--- src/rtl/cmpsc_pkg.sv ---
// constants and types for the clock mode and power saving controller
// assumes a 32-bit apb master and a cpu that reports its stop instruction
package cmpsc_pkg;
    // apb byte offsets
    localparam logic [7:0] ADDR_CLK_MODE   = 8'h00;
    localparam logic [7:0] ADDR_SLEEP_STOP = 8'h04;
    localparam logic [7:0] ADDR_STATUS     = 8'h08;
    localparam logic [7:0] ADDR_CONTROL    = 8'h0c;
    // clock mode register codes and fields
    localparam logic [7:0] SCM_RESET       = 8'h00;
    localparam logic [7:0] SCM_TO_SUB1     = 8'h02;
    localparam logic [7:0] SCM_TO_SUB2     = 8'h06;
    localparam logic [7:0] SCM_TO_MAIN     = 8'h01;
    localparam int         SCM_SUB2_BIT    = 2;
    // sleep/stop select codes
    localparam logic [7:0] SSC_RESET       = 8'h00;
    localparam logic [7:0] SSC_SLEEP       = 8'h0f;
    localparam logic [7:0] SSC_STOP        = 8'h5a;
    // control register fields
    localparam int         CTL_RC_OSC_WATCHDOG_BIT = 0;
    localparam int         CTL_EVENT_BIT   = 1;
    localparam int         CTL_WSUB_BIT    = 2;
    localparam logic [2:0] CTL_RESET       = 3'h0;
    // stabilisation counter and wake source width
    localparam logic [7:0] BIT_START       = 8'h00;
    localparam logic [7:0] BIT_LAST        = 8'hff;
    localparam int         WAKE_SRC_W      = 6;

    typedef enum logic [1:0] {CMPSC_MAIN, CMPSC_SUB1, CMPSC_SUB2} cmpsc_mode_t;
    typedef enum logic [1:0] {CMPSC_RUN, CMPSC_SLEEP, CMPSC_STOP, CMPSC_WARM} cmpsc_pwr_t;

    typedef struct packed {
        logic        cpu_clk_en;
        logic        periph_clk_en;
        logic        main_osc_en;
        logic        sub_clk_sel;
        logic        bit_run;
        logic        wdt_run;
        logic        watch_run;
        logic        timer_run;
        logic        pc_hold;
        logic        wake_vector;
        logic        wake_resume;
    } cmpsc_gate_t;

    typedef struct packed {
        logic        pready;
        logic        pslverr;
        logic [31:0] prdata;
    } cmpsc_apb_rsp_t;

    typedef struct packed {
        cmpsc_mode_t    mode;
        cmpsc_pwr_t     pwr;
        logic [7:0]     clk_mode;
        logic [7:0]     sleep_stop;
        logic [2:0]     control;
        logic           stop_armed;
        logic [7:0]     bit_cnt;
        cmpsc_gate_t    gate;
        cmpsc_apb_rsp_t rsp;
    } cmpsc_state_t;
endpackage

--- src/rtl/cmpsc_top.sv ---
// clock mode selection and sleep/stop power saving control, apb slave
// assumes i_bit_tick is the stabilisation prescaler tick and wake inputs are synchronous
module cmpsc_top
(
    // clock and reset
    input  wire logic                           i_ref_clk,
    input  wire logic                           i_rstn,
    // apb slave
    input  wire logic                           i_psel,
    input  wire logic                           i_penable,
    input  wire logic                           i_pwrite,
    input  wire logic [7:0]                     i_paddr,
    input  wire logic [31:0]                    i_pwdata,
    output logic                                o_pready,
    output logic                                o_pslverr,
    output logic [31:0]                         o_prdata,
    // cpu side
    input  wire logic                           i_stop_instr,
    input  wire logic                           i_global_int_en,
    input  wire logic                           i_irq_any,
    input  wire logic [cmpsc_pkg::WAKE_SRC_W-1:0] i_stop_wake_src,
    input  wire logic                           i_bit_tick,
    // clock gating
    output logic                                o_cpu_clk_en,
    output logic                                o_periph_clk_en,
    output logic                                o_main_osc_en,
    output logic                                o_sub_clk_sel,
    output logic                                o_pc_hold,
    // peripheral run enables
    output logic                                o_bit_run,
    output logic                                o_wdt_run,
    output logic                                o_watch_run,
    output logic                                o_timer_run,
    // wake outcome pulses
    output logic                                o_wake_vector,
    output logic                                o_wake_resume
);
    cmpsc_pkg::cmpsc_state_t st_reg;
    cmpsc_pkg::cmpsc_state_t st_next;

    logic       acc_phase;
    logic       wr_en;
    logic       rd_en;
    logic [7:0] wbyte;
    logic       stop_wake;
    logic       rc_osc_watchdog;
    logic       main_osc_ok;
    logic       evmode;
    logic       wsub;

    // pready is registered, so every access sees one wait state
    assign acc_phase = i_psel && i_penable && !st_reg.rsp.pready;
    assign wr_en     = acc_phase && i_pwrite;
    assign rd_en     = acc_phase && !i_pwrite;
    assign wbyte     = i_pwdata[7:0];
    assign stop_wake = |i_stop_wake_src;
    assign rc_osc_watchdog = st_reg.control[cmpsc_pkg::CTL_RC_OSC_WATCHDOG_BIT];
    assign evmode    = st_reg.control[cmpsc_pkg::CTL_EVENT_BIT];
    assign wsub      = st_reg.control[cmpsc_pkg::CTL_WSUB_BIT];

    always_comb
    begin
        st_next                  = st_reg;
        // wake pulses last a single cycle
        st_next.gate.wake_vector = 1'b0;
        st_next.gate.wake_resume = 1'b0;
        st_next.rsp.pready       = acc_phase;
        st_next.rsp.pslverr      = 1'b0;
        st_next.rsp.prdata       = 32'h0000_0000;

        // register writes; mode follows the written clock code
        // a write commits on the first access edge, apb cannot abort it
        if (wr_en)
        begin
            case (i_paddr)
                cmpsc_pkg::ADDR_CLK_MODE:
                begin
                    st_next.clk_mode = wbyte;
                    case (st_reg.mode)
                        cmpsc_pkg::CMPSC_MAIN:
                        begin
                            if (wbyte == cmpsc_pkg::SCM_TO_SUB1)
                            begin
                                st_next.mode = cmpsc_pkg::CMPSC_SUB1;
                            end
                            else if (wbyte == cmpsc_pkg::SCM_TO_SUB2)
                            begin
                                st_next.mode = cmpsc_pkg::CMPSC_SUB2;
                            end
                        end
                        cmpsc_pkg::CMPSC_SUB1:
                        begin
                            if (wbyte == cmpsc_pkg::SCM_TO_MAIN)
                            begin
                                st_next.mode = cmpsc_pkg::CMPSC_MAIN;
                            end
                            else if (wbyte[cmpsc_pkg::SCM_SUB2_BIT])
                            begin
                                st_next.mode = cmpsc_pkg::CMPSC_SUB2;
                            end
                        end
                        cmpsc_pkg::CMPSC_SUB2:
                        begin
                            if (!wbyte[cmpsc_pkg::SCM_SUB2_BIT])
                            begin
                                st_next.mode = cmpsc_pkg::CMPSC_SUB1;
                            end
                        end
                        default:
                        begin
                            st_next.mode = cmpsc_pkg::CMPSC_MAIN;
                        end
                    endcase
                end
                cmpsc_pkg::ADDR_SLEEP_STOP:
                begin
                    // only the two select codes are stored
                    if (wbyte == cmpsc_pkg::SSC_SLEEP)
                    begin
                        st_next.sleep_stop = wbyte;
                        st_next.stop_armed = 1'b0;
                        st_next.pwr        = cmpsc_pkg::CMPSC_SLEEP;
                    end
                    else if (wbyte == cmpsc_pkg::SSC_STOP)
                    begin
                        st_next.sleep_stop = wbyte;
                        st_next.stop_armed = 1'b1;
                    end
                    // any other code leaves state untouched
                end
                cmpsc_pkg::ADDR_CONTROL:
                begin
                    // control bits choose which timers survive stop
                    st_next.control = i_pwdata[2:0];
                end
                cmpsc_pkg::ADDR_STATUS:
                begin
                    // status is read-only
                    st_next.rsp.pslverr = acc_phase;
                end
                default:
                begin
                    st_next.rsp.pslverr = acc_phase;
                end
            endcase
        end

        // register reads
        if (rd_en)
        begin
            case (i_paddr)
                cmpsc_pkg::ADDR_CLK_MODE:
                begin
                    st_next.rsp.prdata = {24'h00_0000, st_reg.clk_mode};
                end
                cmpsc_pkg::ADDR_SLEEP_STOP:
                begin
                    st_next.rsp.prdata = {24'h00_0000, st_reg.sleep_stop};
                end
                cmpsc_pkg::ADDR_STATUS:
                begin
                    st_next.rsp.prdata = {16'h0000,
                                          st_reg.bit_cnt,
                                          3'h0,
                                          st_reg.stop_armed,
                                          st_reg.pwr,
                                          st_reg.mode};
                end
                cmpsc_pkg::ADDR_CONTROL:
                begin
                    st_next.rsp.prdata = {29'h0000_0000, st_reg.control};
                end
                default:
                begin
                    // reads of unmapped addresses fail too
                    st_next.rsp.pslverr = 1'b1;
                end
            endcase
        end

        // power state sequence
        case (st_reg.pwr)
            cmpsc_pkg::CMPSC_RUN:
            begin
                // stop outranks a sleep write in the same cycle
                if (i_stop_instr && st_reg.stop_armed)
                begin
                    st_next.pwr        = cmpsc_pkg::CMPSC_STOP;
                    st_next.stop_armed = 1'b0;
                end
            end
            cmpsc_pkg::CMPSC_SLEEP:
            begin
                if (i_irq_any)
                begin
                    // registers kept, only the select code is spent
                    st_next.pwr              = cmpsc_pkg::CMPSC_RUN;
                    st_next.sleep_stop       = cmpsc_pkg::SSC_RESET;
                    st_next.gate.wake_vector = i_global_int_en;
                    st_next.gate.wake_resume = !i_global_int_en;
                end
            end
            cmpsc_pkg::CMPSC_STOP:
            begin
                // outside sub2 mode the main oscillator restarts before the cpu clock
                if (stop_wake)
                begin
                    st_next.pwr        = cmpsc_pkg::CMPSC_WARM;
                    st_next.bit_cnt    = cmpsc_pkg::BIT_START;
                    st_next.sleep_stop = cmpsc_pkg::SSC_RESET;
                end
            end
            cmpsc_pkg::CMPSC_WARM:
            begin
                if (i_bit_tick)
                begin
                    st_next.bit_cnt = st_reg.bit_cnt + 8'h01;
                    // overflow of the count ends warm-up
                    if (st_reg.bit_cnt == cmpsc_pkg::BIT_LAST)
                    begin
                        st_next.pwr              = cmpsc_pkg::CMPSC_RUN;
                        st_next.gate.wake_vector = i_global_int_en;
                        st_next.gate.wake_resume = !i_global_int_en;
                    end
                end
            end
            default:
            begin
                st_next.pwr = cmpsc_pkg::CMPSC_RUN;
            end
        endcase

        // clock gates and run enables from the next state
        main_osc_ok = !((st_next.mode == cmpsc_pkg::CMPSC_SUB2) &&
                        st_next.clk_mode[cmpsc_pkg::SCM_SUB2_BIT]);
        st_next.gate.sub_clk_sel = (st_next.mode != cmpsc_pkg::CMPSC_MAIN);
        case (st_next.pwr)
            cmpsc_pkg::CMPSC_RUN:
            begin
                // cpu keeps its clock whichever source is selected
                st_next.gate.cpu_clk_en    = 1'b1;
                st_next.gate.periph_clk_en = 1'b1;
                st_next.gate.main_osc_en   = main_osc_ok;
                st_next.gate.pc_hold       = 1'b0;
                st_next.gate.bit_run       = 1'b1;
                st_next.gate.wdt_run       = 1'b1;
                st_next.gate.watch_run     = 1'b1;
                st_next.gate.timer_run     = 1'b1;
            end

            cmpsc_pkg::CMPSC_SLEEP:
            begin
                // the cpu loses its clock, the watchdog and watch timer stop
                st_next.gate.cpu_clk_en    = 1'b0;
                st_next.gate.periph_clk_en = 1'b1;
                st_next.gate.main_osc_en   = main_osc_ok;
                st_next.gate.pc_hold       = 1'b1;
                st_next.gate.bit_run       = 1'b1;
                st_next.gate.wdt_run       = 1'b0;
                st_next.gate.watch_run     = 1'b0;
                st_next.gate.timer_run     = 1'b1;
            end

            cmpsc_pkg::CMPSC_STOP:
            begin
                // only sub or rc clocked blocks may keep running
                st_next.gate.cpu_clk_en    = 1'b0;
                st_next.gate.periph_clk_en = 1'b0;
                st_next.gate.main_osc_en   = 1'b0;
                st_next.gate.pc_hold       = 1'b1;
                st_next.gate.bit_run       = rc_osc_watchdog;
                st_next.gate.wdt_run       = rc_osc_watchdog;
                st_next.gate.watch_run     = wsub;
                st_next.gate.timer_run     = evmode;
            end

            cmpsc_pkg::CMPSC_WARM:
            begin
                // oscillator settles, only the interval timer counts
                st_next.gate.cpu_clk_en    = 1'b0;
                st_next.gate.periph_clk_en = 1'b0;
                st_next.gate.main_osc_en   = main_osc_ok;
                st_next.gate.pc_hold       = 1'b1;
                st_next.gate.bit_run       = 1'b1;
                st_next.gate.wdt_run       = 1'b0;
                st_next.gate.watch_run     = 1'b0;
                st_next.gate.timer_run     = 1'b0;
            end

            default:
            begin
                st_next.gate.cpu_clk_en    = 1'b1;
                st_next.gate.periph_clk_en = 1'b1;
                st_next.gate.main_osc_en   = main_osc_ok;
                st_next.gate.pc_hold       = 1'b0;
                st_next.gate.bit_run       = 1'b1;
                st_next.gate.wdt_run       = 1'b1;
                st_next.gate.watch_run     = 1'b1;
                st_next.gate.timer_run     = 1'b1;
            end
        endcase
    end

    // reset returns every gate to main active run
    always_ff @(posedge i_ref_clk or negedge i_rstn)
    begin
        if (!i_rstn)
        begin
            st_reg            <= '0;
            st_reg.mode       <= cmpsc_pkg::CMPSC_MAIN;
            st_reg.pwr        <= cmpsc_pkg::CMPSC_RUN;
            st_reg.clk_mode   <= cmpsc_pkg::SCM_RESET;
            st_reg.sleep_stop <= cmpsc_pkg::SSC_RESET;
            st_reg.control    <= cmpsc_pkg::CTL_RESET;
            st_reg.bit_cnt    <= cmpsc_pkg::BIT_START;
            st_reg.gate.cpu_clk_en    <= 1'b1;
            st_reg.gate.periph_clk_en <= 1'b1;
            st_reg.gate.main_osc_en   <= 1'b1;
            st_reg.gate.sub_clk_sel   <= 1'b0;
            st_reg.gate.bit_run       <= 1'b1;
            st_reg.gate.wdt_run       <= 1'b1;
            st_reg.gate.watch_run     <= 1'b1;
            st_reg.gate.timer_run     <= 1'b1;
            st_reg.gate.pc_hold       <= 1'b0;
            st_reg.gate.wake_vector   <= 1'b0;
            st_reg.gate.wake_resume   <= 1'b0;
        end
        else
        begin
            st_reg <= st_next;
        end
    end

    // outputs straight from the state register
    assign o_pready        = st_reg.rsp.pready;
    assign o_pslverr       = st_reg.rsp.pslverr;
    assign o_prdata        = st_reg.rsp.prdata;
    assign o_cpu_clk_en    = st_reg.gate.cpu_clk_en;
    assign o_periph_clk_en = st_reg.gate.periph_clk_en;
    assign o_main_osc_en   = st_reg.gate.main_osc_en;
    assign o_sub_clk_sel   = st_reg.gate.sub_clk_sel;
    assign o_pc_hold       = st_reg.gate.pc_hold;
    assign o_bit_run       = st_reg.gate.bit_run;
    assign o_wdt_run       = st_reg.gate.wdt_run;
    assign o_watch_run     = st_reg.gate.watch_run;
    assign o_timer_run     = st_reg.gate.timer_run;
    assign o_wake_vector   = st_reg.gate.wake_vector;
    assign o_wake_resume   = st_reg.gate.wake_resume;
endmodule

--- config.mk ---
export PLATFORM = sky130hd
export DESIGN_NAME = cmpsc_top
export DESIGN_NICKNAME = d
export VERILOG_FILES = /design/src/rtl/cmpsc_pkg.sv /design/src/rtl/cmpsc_top.sv
export SDC_FILE = /design/constraint.sdc
export NUM_CORES = 1
export LEC_CHECK = 0
export BUFFER_PORTS_ARGS = -buffer_cell sky130_fd_sc_hd__buf_2
export CAP_MARGIN = 20
export CORE_ASPECT_RATIO = 0.75
export CORE_UTILIZATION = 45
export DETAILED_ROUTE_END_ITERATION = 6
export PLACE_DENSITY = 0.8
export RECOVER_POWER = 100
export SLEW_MARGIN = 20
export SYNTH_ARGS = -nofsm -noshare
export SYNTH_HDL_FRONTEND = slang
export SYNTH_SLANG_ARGS = --single-unit
--- constraint.sdc ---
create_clock -name i_ref_clk -period 3 [get_ports i_ref_clk]
set_clock_uncertainty 0.15 [all_clocks]
set_input_delay 0.15 -clock i_ref_clk [delete_from_list [all_inputs] [get_ports i_ref_clk]]
set_output_delay 0.15 -clock i_ref_clk [all_outputs]
set_load 0.03 [all_outputs]
==> reports/metrics.yaml <==
routing:
  ant_nets: 0
  wl_met3_um: 447
  wl_met2_mm: 3.08
  vias: 2262
  post_drt_wl_per_cell_um: 15.2
  vias_per_cell: 5.31
  dr.max_layer_used: "met4"
  drc: 0
  dr.pass1.iters: 4
  wl_met1_mm: 2.78
  wirelength_mm: 6.48
  drt_iter0_markers: 137
setup_path:
  critPathTopFamily: "simple AND/OR/NAND/NOR gates"
  worstPathRequired_ps: 3140
  reg2reg_slack_ps: 270
  cp-start-kind: "flop"
  cp_max_fo: 14
  rr_startpoint: "o_pready"
  cpPeakStageDelay_ps: 590
  r2r_cells: 7
  path_buf_inv: 2
  critPathSlowestCell: "dlygate4sd3_1"
  arrival_ps: 2860
  crit_type: "reg -> reg"
  endpoint_kind: "flop"
  path_cells: "nand3b_1 > dlygate4sd3_1 > inv_1 > nand3b_1 > or3_4 > nand3b_1 > o221a_1"
  regToRegEndpoint: "o_main_osc_en"
  crit_top_cell: "nand3b_1"
pwr:
  vdd_drop_max_v: 0.000184
  p_total_mw: 1.70
  leakage_nw: 1.65
  p_per_area_nw_per_um2: 480
timing:
  max_freq_mhz: 367
  min_period_ps: 2730
  slew_viol_final: 0
  setup_tns_ps: 0
  max_slew.worst_pin.slew_ps: 1250
  period_share_pct: 90.9
  relSlewSlack_pct: 16.5
  rsz0062_at_grt: "false"
  setup_viol: 0
  hold_viol: 0
floorplanning:
  die_x_um: 97.3
  ios: 100
  core.rowCount: 25
  initial_core_util_pct: 47.6
  core_um2: 6440
  die_y_um: 73.5
  die_area_um2: 7150
logic_synthesis:
  netlist_area_um2: 3060
  synthAdderAreaFrac_pct: 2.45
  synth_mux_area_share_pct: 8.74
  synth_top_family_by_area: "simple AND/OR/NAND/NOR gates"
  netlist.area_leader.share_pct: 44.1
  synth_seq_cells: 61
  ys.flop_type: "dfrtp_1"
  yosysSeqAreaShare_pct: 50.1
  synth-xor-area-share_pct: 1.43
  syn_area_per_cell_um2: 11.0
  synth-simple-area-share_pct: 18.2
  syn_inst: 278
  synth_top_cell_by_area: "dfrtp_1"
  synth_cell_types: 58
  synth_area_leaders: "dfrtp_1 (44%), buf_4 (7.8%), dfstp_2 (6.0%)"
  synth_edf_count: 0
  synth-compound-area-share_pct: 8.66
  async_flop_share_pct: 100
  ys_warn_count: 0
clock_tree:
  clock-root-buffer: "clkbuf_8"
  cts_tree: "built"
  clock-sinks: 61
  htreeDepth: 3
  clockBufferDepth: 2
  clk_latency_ps: 360
  path_clk_slew_ps: 70
  cts_buffers: 9
layout:
  instances_no_fill: 426
  largest_register_ffs: 30
  nFillCells: 545
  drive_gt1_share_pct: 21.4
  syn2layout_area_growth_pct: 15.5
  finalNetCount: 402
  fin_area_um2: 3540
  diodes: 0
global_routing:
  grt_antenna_before_repair: 0
  first_global_vias: 2148
  grt_pass1_wl_mm: 10.5
  grt_usage_pct: 19.6
  grt_max_degree: 39
  grt_overflow: 0
hold_path:
  holdPathEnd: "o_wake_resume"
  min_path_cells: 3
  holdCritPathClass: "in -> reg"
  min_from: "i_irq_any"
run:
  cap_viol_max_count: 0
outcome:
  status: "finished clean"
placed_design:
  dpl_cell_area_um2: 3250
  dp.cells: 395
  hpwl_mm: 4.45
  globalplace.congestion: 0.863
  io_buffers: 59
[worst register-to-register path: stages (launching register included)]
cell	delay, ps
dfrtp_1	410
nand3b_1	230
dlygate4sd3_1	590
inv_1	70
nand3b_1	190
or3_4	490
nand3b_1	270
o221a_1	260
[power by group]
part / internal (mW) / switching [mW] / leakage [nW]
combinational: 0.0428 / 0.0836 / 0.752
clock: 0.425 / 0.313 / 0.0987
sequential: 0.830 / 0.00552 / 0.795
total: 1.30 / 0.402 / 1.65
[kinds of logic after synthesis]
logic type      count (synthesis)
mux                            20
xor+xnor                        5
simple gates                  101
compound gates                 36
buf+inv                        48
fa+ha+maj                       6
flops                          61
other cells                     1
[cell type report]
| type | instances | area, um^2 | area share, % |
|---|---|---|---|
| Clock buffer | 12 | 155 | 4.38 |
| Sequential cell | 61 | 1540 | 43.4 |
| Clock inverter | 3 | 46.3 | 1.31 |
| Inverter | 9 | 38.8 | 1.10 |
| Multi-Input combinational cell | 184 | 1240 | 35.0 |
| Timing Repair Buffer | 76 | 423 | 12.0 |
| Tap cell | 81 | 101 | 2.86 |
[cells in the mapped netlist (2+ instances only)]
cell	count
and3_1	2
o221ai_1	2
inv_1	8
ha_1	6
nor2_1	26
o31ai_1	2
buf_1	2
clkbuf_1	2
and2_1	8
xnor2_1	4
or3_1	5
dfrtp_1	54
o21ai_0	6
nand3_1	4
nand4_1	2
mux4_2	3
buf_2	2
mux2i_1	5
a31oi_1	3
nand2_1	20
or2_2	2
nor3_1	10
o21a_1	4
a32o_1	2
mux2_4	4
mux2_2	8
dfstp_2	7
nand3b_1	2
a21oi_1	6
nor2b_1	8
buf_4	32
[layer usage]
layer  vias up  GRT usage (%)
met5         -              0
met4         0           12.1
met3        17           6.09
met2        92           30.8
met1      1113           24.3
li1       1040              -
[how the worst max path moves through the flow]
| stage | startpoint | endpoint | slack [ps] | cells past startpoint |
|---|---|---|---|---|
| after global routing | o_pready | st_reg[62] | 110 | 7 |
| after global placement | o_pready | o_main_osc_en | 820 | 6 |
| final | o_pready | o_main_osc_en | 270 | 7 |
| after CTS | o_pready | o_main_osc_en | 210 | 7 |
| after detailed placement | st_reg[73] | o_bit_run | 770 | 7 |
| after floorplan | o_pready | st_reg[65] | 920 | 7 |
[per-stage QoR]
| step | setup WS [ps] | hold slack (ps) | util (%) |
|---|---|---|---|
| after floorplan | 925 | -296 | - |
| after global placement | 825 | -1.80 | 50.4 |
| after detailed placement | 770 | 4.24 | 50.4 |
| after CTS | 209 | 18.1 | 56.0 |
| after global routing | 112 | 52.8 | 54.9 |
| final | 274 | 20.4 | 54.9 |
[cell usage in the layout, fill, tap and decap left out, types with 5 or more instances in the layout]
| cell | n |
|---|---|
| dfrtp_1 | 54 |
| clkbuf_1 | 31 |
| buf_2 | 29 |
| nor2_1 | 26 |
| nand2_1 | 20 |
| conb_1 | 16 |
| dlygate4sd3_1 | 16 |
| clkbuf_8 | 11 |
| nor3_1 | 10 |
| inv_1 | 8 |
| nor2b_1 | 8 |
| mux2_2 | 8 |
| dfstp_2 | 7 |
| a21oi_1 | 6 |
| o21ai_0 | 6 |
| ha_1 | 6 |
| and2_0 | 5 |
| mux2i_1 | 5 |
[timing repair]
| item | CTS | global route |
|---|---|---|
| endpoints found under the setup margin | 0 | 1 |
| buffers inserted | 0 | 0 |
| hold buffers | 16 | 0 |
| hold endpoints to repair | 42 | 0 |
| resized for setup | 0 | 1 |
Power figures use the tool's default switching activity.
